## config.mk

```make
export PLATFORM = sky130hd
export DESIGN_NAME = ifc_freq_counter
export DESIGN_NICKNAME = d
export VERILOG_FILES = /design/src/design/ifc_pkg.sv /design/src/design/ifc_sync_edge.sv /design/src/design/ifc_freq_counter.sv
export SDC_FILE = /design/constraint.sdc
export NUM_CORES = 1
export LEC_CHECK = 0
export ABC_AREA = 1
export BUFFER_PORTS_ARGS = -buffer_cell sky130_fd_sc_hd__buf_2
export CAP_MARGIN = 0
export CORE_AREA = 2 2 101 103
export DETAILED_ROUTE_END_ITERATION = 16
export DIE_AREA = 0 0 103 105
export GPL_TIMING_DRIVEN = 0
export PLACE_DENSITY = 0.74
export SLEW_MARGIN = 5
export SYNTH_ARGS = -nofsm -noshare
export SYNTH_HDL_FRONTEND = slang
export SYNTH_SLANG_ARGS = --single-unit
```

## constraint.sdc

```tcl
create_clock -name clk -period 2.01 [get_ports clk]
set_clock_uncertainty 0.1 [all_clocks]
set_input_delay 0.3015 -clock clk [delete_from_list [all_inputs] [get_ports clk]]
set_output_delay 0.3015 -clock clk [all_outputs]
set_load 0.05 [all_outputs]
```

## src/design/ifc_pkg.sv

```systemverilog
package ifc_pkg;

  // Reference and timebase rates
  localparam int REF_HZ = 10_000_000;
  localparam int TB_HZ = 2_000_000;
  localparam int REF_DIV = REF_HZ / TB_HZ;
  localparam int DIV_W = 3;

  // Gate intervals, in milliseconds and in timebase ticks
  localparam int GATE_LONG_MS = 200;
  localparam int GATE_MID_MS = 20;
  localparam int GATE_SHORT_MS = 2;
  localparam int GATE_LONG_TICKS = GATE_LONG_MS * (TB_HZ / 1000);
  localparam int GATE_MID_TICKS = GATE_MID_MS * (TB_HZ / 1000);
  localparam int GATE_SHORT_TICKS = GATE_SHORT_MS * (TB_HZ / 1000);
  localparam int GATE_W = 19;

  // Counter widths
  localparam int NIB_W = 4;
  localparam int PRE_W = 2 * NIB_W;
  localparam int CH0_W = 16;
  localparam int TOTAL_W = CH0_W + PRE_W;
  localparam int BUS_W = 8;

  // Values after reset
  localparam logic GATE_IDLE = 1'b1;
  localparam logic [PRE_W-1:0] PRE_RST = 8'h00;
  localparam logic [CH0_W-1:0] CH0_RST = 16'h0000;

  typedef enum logic [2:0] {
    RES_10HZ,
    RES_100HZ,
    RES_1KHZ,
    RES_10KHZ,
    RES_100KHZ,
    RES_1MHZ
  } ifc_res_e;

  typedef enum logic {
    ST_IDLE,
    ST_GATE
  } ifc_state_e;

  typedef struct packed {
    logic start;
    logic zero_span_mode;
    ifc_res_e resolution;
  } ifc_ctrl_s;

endpackage : ifc_pkg

```

## src/design/ifc_sync_edge.sv

```systemverilog
module ifc_sync_edge
  import ifc_pkg::*;
#(
  parameter logic IDLE = 1'b0
) (
  input wire logic clk,
  input wire logic rst_b,
  input wire logic ce,
  input wire logic din,
  output logic level,
  output logic rise,
  output logic fall
);

  logic meta;
  logic sync;
  logic prev;
  logic next_meta;
  logic next_sync;
  logic next_prev;

  always_comb begin
    next_meta = din;
    next_sync = meta;
    next_prev = sync;
  end

  always_ff @(posedge clk or negedge rst_b) begin
    if (!rst_b) begin
      // Reset to the pin's idle level, so no false strobe or edge follows reset
      meta <= IDLE;
      sync <= IDLE;
      prev <= IDLE;
    end else if (ce) begin
      meta <= next_meta;
      sync <= next_sync;
      prev <= next_prev;
    end
  end

  // Edges are taken from the settled stage only
  assign level = sync;
  assign rise = sync & ~prev;
  assign fall = ~sync & prev;

endmodule : ifc_sync_edge

```

## src/design/ifc_freq_counter.sv

```systemverilog
// Notes on behaviour
// - Divide 10 MHz reference by five
// - Zero-span mode selects host bus clock
// - Selected timebase clocks the gate timer
// - Count only while gate pulse low
// - Resolution selectable 10 Hz to 1 MHz
// - Gate 200 ms, 20 ms, else 2 ms
// - Two cascaded nibble counters form prescaler
// - Prescaler top bit clocks timer channel zero
// - Channel zero overflow raises overflow interrupt
// - Gate end raises done while acknowledge high
module ifc_freq_counter
  import ifc_pkg::*;
#(
  parameter int GATE_LONG = GATE_LONG_TICKS,
  parameter int GATE_MID = GATE_MID_TICKS,
  parameter int GATE_SHORT = GATE_SHORT_TICKS
) (
  input wire logic clk,
  input wire logic rst_b,
  input wire logic ce,
  input wire ifc_ctrl_s ctrl,
  input wire logic ref_clock,
  input wire logic host_bus_clock,
  input wire logic counted_if_input,
  input wire logic irq_acknowledge_line,
  input wire logic prescaler_read_n,
  input wire logic timer_select_n,
  input wire logic timer_read_n,
  output logic gate_window_pulse,
  output logic count_overflow_irq,
  output logic count_done_irq,
  output logic [BUS_W-1:0] internal_data_bus,
  output logic internal_data_bus_oe,
  output logic [TOTAL_W-1:0] total_count
);

  logic ref_rise;
  logic hclk_rise;
  logic if_rise;
  logic ack_lvl;
  logic pre_rd_lvl;
  logic tsel_lvl;
  logic trd_lvl;
  logic trd_rise;

  ifc_sync_edge u_ref (.clk(clk), .rst_b(rst_b), .ce(ce), .din(ref_clock),
    .level(), .rise(ref_rise), .fall());
  ifc_sync_edge u_hclk (.clk(clk), .rst_b(rst_b), .ce(ce), .din(host_bus_clock),
    .level(), .rise(hclk_rise), .fall());
  ifc_sync_edge u_if (.clk(clk), .rst_b(rst_b), .ce(ce), .din(counted_if_input),
    .level(), .rise(if_rise), .fall());
  ifc_sync_edge u_ack (.clk(clk), .rst_b(rst_b), .ce(ce), .din(irq_acknowledge_line),
    .level(ack_lvl), .rise(), .fall());
  ifc_sync_edge #(.IDLE(1'b1)) u_prd (.clk(clk), .rst_b(rst_b), .ce(ce),
    .din(prescaler_read_n), .level(pre_rd_lvl), .rise(), .fall());
  ifc_sync_edge #(.IDLE(1'b1)) u_tsel (.clk(clk), .rst_b(rst_b), .ce(ce),
    .din(timer_select_n), .level(tsel_lvl), .rise(), .fall());
  ifc_sync_edge #(.IDLE(1'b1)) u_trd (.clk(clk), .rst_b(rst_b), .ce(ce),
    .din(timer_read_n), .level(trd_lvl), .rise(trd_rise), .fall());

  // Timebase: reference divider and clock select
  logic [DIV_W-1:0] div_cnt;
  logic [DIV_W-1:0] next_div_cnt;
  logic tb_tick;

  always_comb begin
    next_div_cnt = div_cnt;
    if (ref_rise) begin
      if (div_cnt == DIV_W'(REF_DIV - 1)) begin
        next_div_cnt = '0;
      end else begin
        next_div_cnt = div_cnt + 1'b1;
      end
    end
    tb_tick = ctrl.zero_span_mode ? hclk_rise
                                  : (ref_rise && div_cnt == DIV_W'(REF_DIV - 1));
  end

  always_ff @(posedge clk or negedge rst_b) begin
    if (!rst_b) begin
      div_cnt <= '0;
    end else if (ce) begin
      div_cnt <= next_div_cnt;
    end
  end

  // Gate timer, channel two
  ifc_state_e state;
  ifc_state_e next_state;
  logic [GATE_W-1:0] gate_left;
  logic [GATE_W-1:0] next_gate_left;
  logic [GATE_W-1:0] gate_len;
  logic next_gate;
  logic gate_end;

  always_comb begin
    case (ctrl.resolution)
      RES_10HZ: gate_len = GATE_W'(GATE_LONG);
      RES_100HZ: gate_len = GATE_W'(GATE_MID);
      default: gate_len = GATE_W'(GATE_SHORT);
    endcase
  end

  always_comb begin
    next_state = state;
    next_gate_left = gate_left;
    next_gate = gate_window_pulse;
    gate_end = 1'b0;
    case (state)
      ST_IDLE: begin
        if (ctrl.start) begin
          next_state = ST_GATE;
          next_gate_left = gate_len;
          next_gate = 1'b0;
        end
      end
      ST_GATE: begin
        if (ctrl.start) begin
          next_gate_left = gate_len;
        end else if (tb_tick) begin
          if (gate_left <= GATE_W'(1)) begin
            next_state = ST_IDLE;
            next_gate = GATE_IDLE;
            gate_end = 1'b1;
          end else begin
            next_gate_left = gate_left - 1'b1;
          end
        end
      end
      default: begin
        next_state = ST_IDLE;
        next_gate = GATE_IDLE;
      end
    endcase
  end

  always_ff @(posedge clk or negedge rst_b) begin
    if (!rst_b) begin
      state <= ST_IDLE;
      gate_left <= '0;
      gate_window_pulse <= GATE_IDLE;
    end else if (ce) begin
      state <= next_state;
      gate_left <= next_gate_left;
      gate_window_pulse <= next_gate;
    end
  end

  // Prescaler and channel zero
  logic [PRE_W-1:0] pre;
  logic [PRE_W-1:0] next_pre;
  logic [CH0_W-1:0] ch0;
  logic [CH0_W-1:0] next_ch0;
  logic next_ovf;
  logic next_done;
  logic [TOTAL_W-1:0] next_total;

  always_comb begin
    next_pre = pre;
    next_ch0 = ch0;
    next_ovf = count_overflow_irq;
    next_total = total_count;
    if (ctrl.start) begin
      next_pre = PRE_RST;
      next_ch0 = CH0_RST;
      next_ovf = 1'b0;
    end else if (if_rise && !gate_window_pulse) begin
      next_pre[NIB_W-1:0] = pre[NIB_W-1:0] + 1'b1;
      if (pre[NIB_W-1:0] == '1) begin
        next_pre[PRE_W-1:NIB_W] = pre[PRE_W-1:NIB_W] + 1'b1;
      end
      // Falling top bit advances channel zero
      if (pre == '1) begin
        next_ch0 = ch0 + 1'b1;
        if (ch0 == '1) begin
          next_ovf = 1'b1;
        end
      end
    end
    if (gate_end) begin
      next_total = {next_ch0, next_pre};
    end
  end

  // Acknowledge is sampled as a level, so a held low keeps the flag clear
  always_comb begin
    next_done = count_done_irq;
    if (!ack_lvl) begin
      next_done = 1'b0;
    end else if (gate_end) begin
      next_done = 1'b1;
    end
  end

  always_ff @(posedge clk or negedge rst_b) begin
    if (!rst_b) begin
      pre <= PRE_RST;
      ch0 <= CH0_RST;
      count_overflow_irq <= 1'b0;
      count_done_irq <= 1'b0;
      total_count <= '0;
    end else if (ce) begin
      pre <= next_pre;
      ch0 <= next_ch0;
      count_overflow_irq <= next_ovf;
      count_done_irq <= next_done;
      total_count <= next_total;
    end
  end

  // Host read port: timer gives low byte first, then high byte
  logic rd_hi;
  logic next_rd_hi;
  logic [BUS_W-1:0] next_bus;
  logic next_bus_oe;
  logic timer_rd;

  always_comb begin
    timer_rd = !tsel_lvl && !trd_lvl;
    next_rd_hi = rd_hi;
    if (ctrl.start) begin
      next_rd_hi = 1'b0;
    end else if (trd_rise && !tsel_lvl) begin
      next_rd_hi = ~rd_hi;
    end
    next_bus_oe = !pre_rd_lvl || timer_rd;
    if (!pre_rd_lvl) begin
      next_bus = pre;
    end else if (timer_rd) begin
      next_bus = rd_hi ? ch0[CH0_W-1:BUS_W] : ch0[BUS_W-1:0];
    end else begin
      next_bus = '0;
    end
  end

  always_ff @(posedge clk or negedge rst_b) begin
    if (!rst_b) begin
      rd_hi <= 1'b0;
      internal_data_bus <= '0;
      internal_data_bus_oe <= 1'b0;
    end else if (ce) begin
      rd_hi <= next_rd_hi;
      internal_data_bus <= next_bus;
      internal_data_bus_oe <= next_bus_oe;
    end
  end

endmodule : ifc_freq_counter

```

==> results of run 1 <==
## state kept, by name, indices dropped and copies added, names as in the netlist, 3 cells and up
signal / flops
internal_data_bus: 8
gate_left: 19
total_count: 24
div_cnt: 3
pre: 8
ch0: 16
## critical path, cell delays in order, from the launching register on
cell	delay (ns)
dfrtp_2	0.46
nor2_2	0.16
nand2_2	0.09
nor2_4	0.16
nand3_2	0.11
nand2_4	0.11
nand3_4	0.08
nor2_4	0.12
inv_2	0.06
buf_8	0.13
buf_8	0.14
nand2_1	0.05
o21ai_1	0.06
## power by group through the flow
stage | Clock, mW | Sequential, mW | Combinational [mW]
finish | 1.24 | 2.44 | 1.17
global route | 1.33 | 2.46 | 1.31
CTS | 1.25 | 2.40 | 1.02
detailed placement | 0 | 2.43 | 0.984
global placement | 0 | 2.43 | 0.936
floorplan | 0 | 2.45 | 0.680
## cell usage after synthesis (2+ instances only)
master,count,area share
o21ai_2,4,0.0066
o21bai_1,2,0.0028
o21ai_1,11,0.010
and2_1,2,0.0024
o22ai_1,5,0.0059
a22oi_1,2,0.0028
ha_1,9,0.021
buf_6,3,0.0064
nand3_2,3,0.0057
nand4_1,8,0.0095
clkbuf_1,10,0.0071
o21ai_0,66,0.063
nor3_1,10,0.0095
nand3_1,35,0.033
inv_2,3,0.0021
nand2_1,205,0.15
nand2_2,2,0.0024
o21a_1,2,0.0028
nor2_4,4,0.0085
a21oi_1,28,0.027
inv_1,63,0.045
nor2_1,57,0.041
nor2_2,6,0.0071
buf_1,5,0.0036
xor2_1,12,0.020
dfstp_2,8,0.040
buf_2,5,0.0047
dfrtp_1,94,0.45
## kinds of logic after synthesis
group | Yosys count | synth area share
buf+inv | 90 | 0.0701
xor+xnor | 13 | 0.0216
simple gates | 335 | 0.270
fa+ha+maj | 9 | 0.0213
mux | 1 | 0.00213
flops | 102 | 0.485
compound gates | 126 | 0.129
## layout make-up
cell class / instances / share of cell area
Multi-Input combinational cell: 484 / 0.396
Clock inverter: 7 / 0.00884
Clock buffer: 9 / 0.0199
Timing Repair Buffer: 74 / 0.0739
Tap cell: 133 / 0.0267
Sequential cell: 102 / 0.413
Inverter: 66 / 0.0398
Buffer: 23 / 0.0219
## worst max path at each step
| stage | cells after the start | endpoint |
|---|---|---|
| 4_1_cts | 13 | total_count[23] |
| 2_1_floorplan | 13 | total_count[15] |
| 5_1_grt | 11 | ch0[11] |
| 6_report | 12 | total_count[15] |
| 3_5_place_dp | 10 | gate_left[1] |
| 3_3_place_gp | 1 | div_cnt[1] |
## per-layer routing
metal / track usage / vias to the layer above
met5: 0 / -
met4: 0.0555 / 0
met3: 0.0435 / 27
li1: - / 2353
met2: 0.384 / 201
met1: 0.376 / 2345
## repair_timing
action,CTS,global route
hold endpoints to repair,33,0
buffers inserted,3,17
gates resized for setup,7,45
hold buffers,3,0
pin swaps,4,8
endpoints found under the setup margin,19,45
==> results.toml, run 1 <==
[run_status]
status = "complete, no violations"

[global_route]
grt_pass1_vias = 4340
track_usage = 0.251
grt_max_degree = 65
overflow = 0
grt_antenna_before_repair = 0
grt_pass1_wl_um = 21300

[worst_setup_path]
r2r_slack_ns = 0.07
reg2reg_to = "total_count[15]"
worstPathRequired_ns = 2.15
worstRegToRegCells = 12
crit_fanout = 10
arrival_ns = 2.08
critPathLaunchType = "register"
cp-end-kind = "register"
r2r-start = "gate_left[3]"
worstSetupPathType = "reg2reg"
startpoint = "gate_left[3]"

[power]
p_int_mw = 3.15
p_leak_nw = 3.01
p_per_area_nw_per_um2 = 778
p_comb_frac = 0.241
p_seq_frac = 0.503
total_power_mw = 4.84
swShare = 0.350
peakVddDrop_mv = 0.404
clkPwrFrac = 0.255
switchingPower_mw = 1.70

[cts]
clockBufferDepth = 2
cts_buffers = 9
tritoncts = "yes"
clock_latency_ns = 0.37
cts_max_level = 3
path_clk_slew_ns = 0.11
cts_num_sinks = 102
cts-root-buf = "clkbuf_8"

[floorplanning]
die_y_um = 105
die_w_um = 103
core_um2 = 9640
die-area_um2 = 10800
io_pins = 51
rows = 36
start_util = 0.548

[timing]
worst_slew_margin_rel = 0.613
setup_slack_ns = 0.0730
post-route-period-util = 0.964
maxSlewViolCount = 0
hold_ws_ns = 0.0184
tightest_slew_ns = 0.577
min_period_ns = 1.94
max_freq_mhz = 516
hold_viol = 0
setup_viol = 0
setup_tns_ns = 0

[layout]
nFillCells = 858
nets = 784
fin_util = 0.646
syn_to_final_growth_pct = 18.0
multiInputGateArea_um2 = 2470
final_cell_mix = "202 x nand2_1, 86 x dfrtp_1, 65 x o21ai_0"
drive_gt1_frac = 0.213
final_common_cell = "nand2_1"
seq_area_um2 = 2570
antenna_cells = 0
fin_cells = 898
finalInstanceArea_um2 = 6230

[placed_design]
io_buffers = 50
globalplace.congestion = 0.928
place_ws_ns = -0.187
placed_area_um2 = 5730
hpwl_um = 9380
place_inst = 860

[route]
wl_met2_um = 6280
drt-vias-per-instance = 5.49
finalWirelength_um = 13400
drc = 0
wl_per_cell_um = 14.9
wl_met3_um = 869
firstDrtPassIters = 7
drt_iter0_markers = 489
routedLengthMet1_um = 6070
ant_nets = 0
num_vias = 4926
highest_layer = "met4"

[flow_run]
cap_violations = 0

[logic_synthesis]
ys_seq_area_frac = 0.485
syn-num-nets = 700
ys_types = 40
syn_area_per_cell_um2 = 7.81
synth_cells = 676
ys_ff_latch = 102
ys_warn_count = 0
synth-edff-count = 0
netlist_area_um2 = 5280
async_flop_share = 1.00
synth-main-ff-cell = "dfrtp_1"

[min_path]
hold_start = "timer_read_n"
hp-class = "in2reg"
min_path_cells = 3
hold_end = "u_trd.meta"
Note: power is estimated with default switching activity, not from simulation.
==> run 2: changes to the inputs <==
--- a/config.mk
+++ b/config.mk
@@ -14,3 +14,3 @@
 export GPL_TIMING_DRIVEN = 0
-export PLACE_DENSITY = 0.74
+export PLACE_DENSITY = 0.76
 export SLEW_MARGIN = 5
==> constraint.sdc (replaced) <==
create_clock -name clk -period 2.01 [get_ports clk]
set_clock_uncertainty 0.1 [all_clocks]
set_input_delay 0.402 -clock clk [delete_from_list [all_inputs] [get_ports clk]]
set_output_delay 0.402 -clock clk [all_outputs]
set_load 0.05 [all_outputs]
==> run 2 against run 1 <==
Net effect:
- the run now ends with hold timing, setup timing left
- total power up 4.9%
- first-iteration DRC count decreased by 13%
- worst setup slack got worse by 0.13 ns
- critical endpoint is now total_count[10]
==> results.toml, run 2 (synthesis results as in run 1) <==
[min_path]
hp-class = "in2async"

[flow_run]
cap_violations = 0

[timing]
setup_viol = 24
min_period_ns = 2.07
hold_viol = 2
worst_slew_margin_rel = 0.459
rsz0062_at_grt = "yes"
maxSlewViolCount = 0
hold_ws_ns = -0.00300
max_freq_mhz = 484
post-route-period-util = 1.03
setup_slack_ns = -0.0561
tightest_slew_ns = 0.811
setup_tns_ns = -0.697

[cts]
clock_latency_ns = 0.37
cts-root-buf = "clkbuf_8"
cts_buffers = 9
cts_num_sinks = 102
tritoncts = "yes"
clockBufferDepth = 2
cts_hold_buf = 0
path_clk_slew_ns = 0.10
cts_max_level = 3

[floorplanning]
die_w_um = 103
die-area_um2 = 10800
die_y_um = 105
rows = 36
io_pins = 51
core_um2 = 9640
start_util = 0.548

[worst_setup_path]
worstSetupPathType = "reg2reg"
arrival_ns = 2.23
cp-end-kind = "register"
crit_fanout = 6
worstPathRequired_ns = 2.18
critPathLaunchType = "register"

[route]
drt-vias-per-instance = 5.45
drc = 0
wl_per_cell_um = 15.7
drt_iter0_markers = 425
ant_nets = 0
num_vias = 4893
firstDrtPassIters = 7
finalWirelength_um = 14100

[power]
p_per_area_nw_per_um2 = 789
peakVddDrop_mv = 0.481
p_leak_nw = 3.10

[layout]
largestRegisters = "total_count x24, gate_left x19, ch0 x16"
final_common_cell = "nand2_1"
top_register = "total_count"
nets = 784
syn_to_final_growth_pct = 22.0
antenna_cells = 0
largest_reg_flops = 24
drive_gt1_frac = 0.252
fin_util = 0.668
finalInstanceArea_um2 = 6440
seq_area_um2 = 2570
nFillCells = 857
multiInputGateArea_um2 = 2590
final_cell_mix = "173 x nand2_1, 91 x dfrtp_1, 65 x o21ai_0"

[global_route]
grt_antenna_before_repair = 0
grt_max_degree = 63
grt_pass1_wl_um = 22300
overflow = 0
grt_pass1_vias = 4544
track_usage = 0.264

[placed_design]
hpwl_um = 9660
globalplace.congestion = 0.927
io_buffers = 50
placed_area_um2 = 5720

[run_status]
violations = "hold timing, setup timing"
status = "finished with violations"
-- run 2: cell count changes in the layout (fill, tap and decap cells not counted), moves of 3 or more --
cell,delta
buf_12,+3
clkbuf_16,+3
dfrtp_1,+5
dfrtp_2,-5
dlygate4sd3_1,-3
inv_6,-3
nand2_1,-29
nand2_2,+22
nand2_4,+7
o21ai_1,-4
o21ai_2,+4
-- run 2: layout make-up --
class	instances	area share
inverter	66	0.0389
clock inverter	6	0.0134
buffer	24	0.0235
clock buffer	10	0.0198
timing repair buffer	73	0.0781
sequential	102	0.398
multi-input combinational	484	0.402
tap	133	0.0258
-- run 2: metrics by stage --
stage,setup WS [ns],power (mW),std cells
2_1_floorplan,0.269,3.13,676
3_3_place_gp,-0.663,3.36,859
3_5_place_dp,-0.292,3.42,860
4_1_cts,0.00123,4.85,878
5_1_grt,-0.163,5.34,898
6_report,-0.0561,5.08,898
-- run 2: critical path, stage by stage (launching register included) --
cell,delay [ns]
dfrtp_1,0.45
nor2_1,0.21
nand2_1,0.15
nor2_4,0.13
nand3_2,0.10
nand2_4,0.10
nand3_4,0.08
nor2_4,0.16
inv_4,0.07
buf_12,0.15
clkbuf_16,0.16
nand2_2,0.05
nand2_1,0.05
-- run 2: per-layer routing --
metal | vias up | GRT usage | wire [um]
met4 | 0 | 0.0977 | 325
met5 | - | 0 | 0
met1 | 2356 | 0.384 | 6280
li1 | 2339 | - | -
met2 | 171 | 0.407 | 6710
met3 | 27 | 0.0294 | 803
-- run 2: path summary, 6_finish.rpt --
| check | startpoint | slack [ns] | depth (start not counted) | endpoint |
|---|---|---|---|---|
| worst max-delay path | gate_left[5] | -0.06 | 12 | total_count[10] |
| worst min-delay path | rst_b | -0.003 | 1 | internal_data_bus[0] |
| worst max register to register | gate_left[5] | -0.06 | 12 | total_count[10] |
| worst min register to register | u_prd.meta | 0.37 | 2 | u_prd.meta |
| max in group asynchronous | rst_b | 1.05 | 2 | gate_window_pulse |
| min in group clk | timer_select_n | 0.11 | 3 | u_tsel.meta |
-- run 2: what timing repair did --
action                     4_1_cts  5_1_grt
cloned                           0        3
pin swaps                        3       18
setup endpoints to repair       27       43
gates resized for setup          8       83
setup buffers                    2       17
-- run 2: report_power, final --
part / total (mW) / switching (mW) / leakage (nW) / internal, mW
Clock: 1.42 / 0.718 / 0.106 / 0.700
Sequential: 2.43 / 0.186 / 1.33 / 2.24
Combinational: 1.23 / 0.783 / 1.67 / 0.450
Total: 5.08 / 1.69 / 3.10 / 3.39
==> run 3: changes to the inputs <==
- HOLD_SLACK_MARGIN: default -> 0.02
- clock period: 2.01 -> 2 ns (I/O delays scaled with it)
==> run 3 against run 2 <==
Net effect:
- the flow now finishes without violations
- maximum frequency up 3.8%
- worst setup slack better by 0.066 ns
- final cell count down 0.45%
- hold slack better by 0.013 ns
- routed wire length down 3.0%
- sequential power about the same
- first-iteration DRC count down 4.9%
- combinational power down 4%
- non-clock buffer count down 4
- core utilization down 2.3 points
==> results.toml, run 3 (synthesis results as in run 1) <==
[worst_setup_path]
cp-end-kind = "register"
cp-endpoint = "total_count[14]"
crit_slowest_cell = "dfrtp_1"
arrival_ns = 2.15
critPathLaunchType = "register"
r2r-start = "gate_left[5]"
reg2reg_to = "total_count[14]"
startpoint = "gate_left[5]"
r2r_slack_ns = 0.01
worstPathRequired_ns = 2.16
crit_fanout = 10
slowest_delay_ns = 0.43
path_cells = "nor2_1 -> nand2_2 -> nor2_4 -> nand3_2 -> nand2_4 -> nand3_4 -> nor2_4 -> inv_2 -> buf_8 -> buf_8 -> nand2_1 -> o21ai_1"
worstRegToRegCells = 12
worstSetupPathType = "reg2reg"

[timing]
rsz0062_at_grt = "yes"
min_period_ns = 1.99
worst_slew_margin_rel = 0.462
tightest_slew_ns = 0.808
post-route-period-util = 0.995
hold_viol = 0
maxSlewViolCount = 0
setup_slack_ns = 0.0101
setup_viol = 0
max_freq_mhz = 503

[route]
drt-vias-per-instance = 5.46
drc = 0
highest_layer = "met4"
wl_per_cell_um = 15.3
wl_met2_um = 6310
wl_met3_um = 981
ant_nets = 0
drt_iter0_markers = 404
firstDrtPassIters = 5
routedLengthMet1_um = 6060
num_vias = 4879
finalWirelength_um = 13700

[layout]
syn_to_final_growth_pct = 17.8
largestRegisters = "total_count x24, gate_left x19, ch0 x16"
fin_util = 0.645
final_common_cell = "nand2_1"
antenna_cells = 0
nets = 780
largest_reg_flops = 24
drive_gt1_frac = 0.210
nFillCells = 883
final_cell_mix = "195 x nand2_1, 93 x dfrtp_1, 65 x o21ai_0"
top_register = "total_count"

[placed_design]
globalplace.congestion = 0.927
hpwl_um = 9660
io_buffers = 50
place_ws_ns = -0.300

[global_route]
grt_pass1_wl_um = 22500
overflow = 0
track_usage = 0.266
grt_pass1_vias = 4571
grt_antenna_before_repair = 0
grt_max_degree = 63

[min_path]
hp-class = "in2async"

[cts]
clock_latency_ns = 0.37
cts_num_sinks = 102
path_clk_slew_ns = 0.10
cts_buffers = 9
tritoncts = "yes"
cts-root-buf = "clkbuf_8"
cts_max_level = 3
cts_hold_buf = 0
clockBufferDepth = 2

[floorplanning]
core_um2 = 9640
die_y_um = 105
start_util = 0.548
io_pins = 51
die_w_um = 103
rows = 36
die-area_um2 = 10800

[power]
peakVddDrop_mv = 0.489
p_per_area_nw_per_um2 = 808
p_leak_nw = 3.02

[run_status]
status = "complete, no violations"

[flow_run]
cap_violations = 0
run 3: cell count changes in the layout (fill, tap and decap cells not counted), moves of 3 or more:
cell,delta
nand2_2,-15
clkbuf_16,-3
nand2_4,-7
nand2_1,+22
nor2_1,+4
run 3: worst min-delay path by stage:
stage	end	start
after floorplan	ch0[0]	rst_b
after detailed placement	u_prd.meta	u_prd.meta
after global routing	total_count[10]	rst_b
after global placement	total_count[4]	total_count[4]
after CTS	ch0[11]	rst_b
final	total_count[10]	rst_b
run 3: through the flow:
step	setup TNS [ns]	hold slack, ns	area [um2]	total power [mW]	cells
CTS	-0.000302	0.0342	5990	4.91	880
global placement	-66.48	0.351	5700	3.38	859
global route	-1.57	0.0569	6220	5.29	894
floorplan	0	0.00441	5280	3.14	676
finish	0	0.00971	6220	5.03	894
detailed placement	-4.51	0.354	5720	3.44	860
run 3: what timing repair did:
| item | in CTS | in global routing |
|---|---|---|
| pin swaps | 4 | 7 |
| setup buffers | 4 | 14 |
| gates resized for setup | 10 | 41 |
| cloned | 0 | 0 |
| endpoints found under the hold margin | 0 | 0 |
| setup endpoints to repair | 28 | 48 |
run 3: metal layers:
layer  global-route usage  vias up
met5                    0        -
met4                0.101        0
met3               0.0294       33
met2                0.409      223
met1                0.386     2293
li1                     -     2330
run 3: worst max-delay path: cells and delay by family (launching register included):
kind                   cells  cell delay, ns
buffers and inverters      3            0.34
DFF                        1            0.43
AOI/OAI and AO/OA          1            0.05
and+or+nand+nor            8            0.95
run 3: final cells by class:
class,count,area (um2),area share
inverter,66,251,0.0404
clock buffer,10,128,0.0205
multi-input combinational,484,2470,0.398
sequential,102,2560,0.412
clock inverter,6,86.3,0.0139
timing repair buffer,69,408,0.0656
buffer,24,144,0.0231
tap,133,166,0.0268
run 3: power breakdown:
part	internal [mW]	total, mW	switching [mW]
sequential	2.25	2.42	0.170
clock	0.704	1.43	0.724
combinational	0.424	1.18	0.754
total	3.38	5.03	1.65
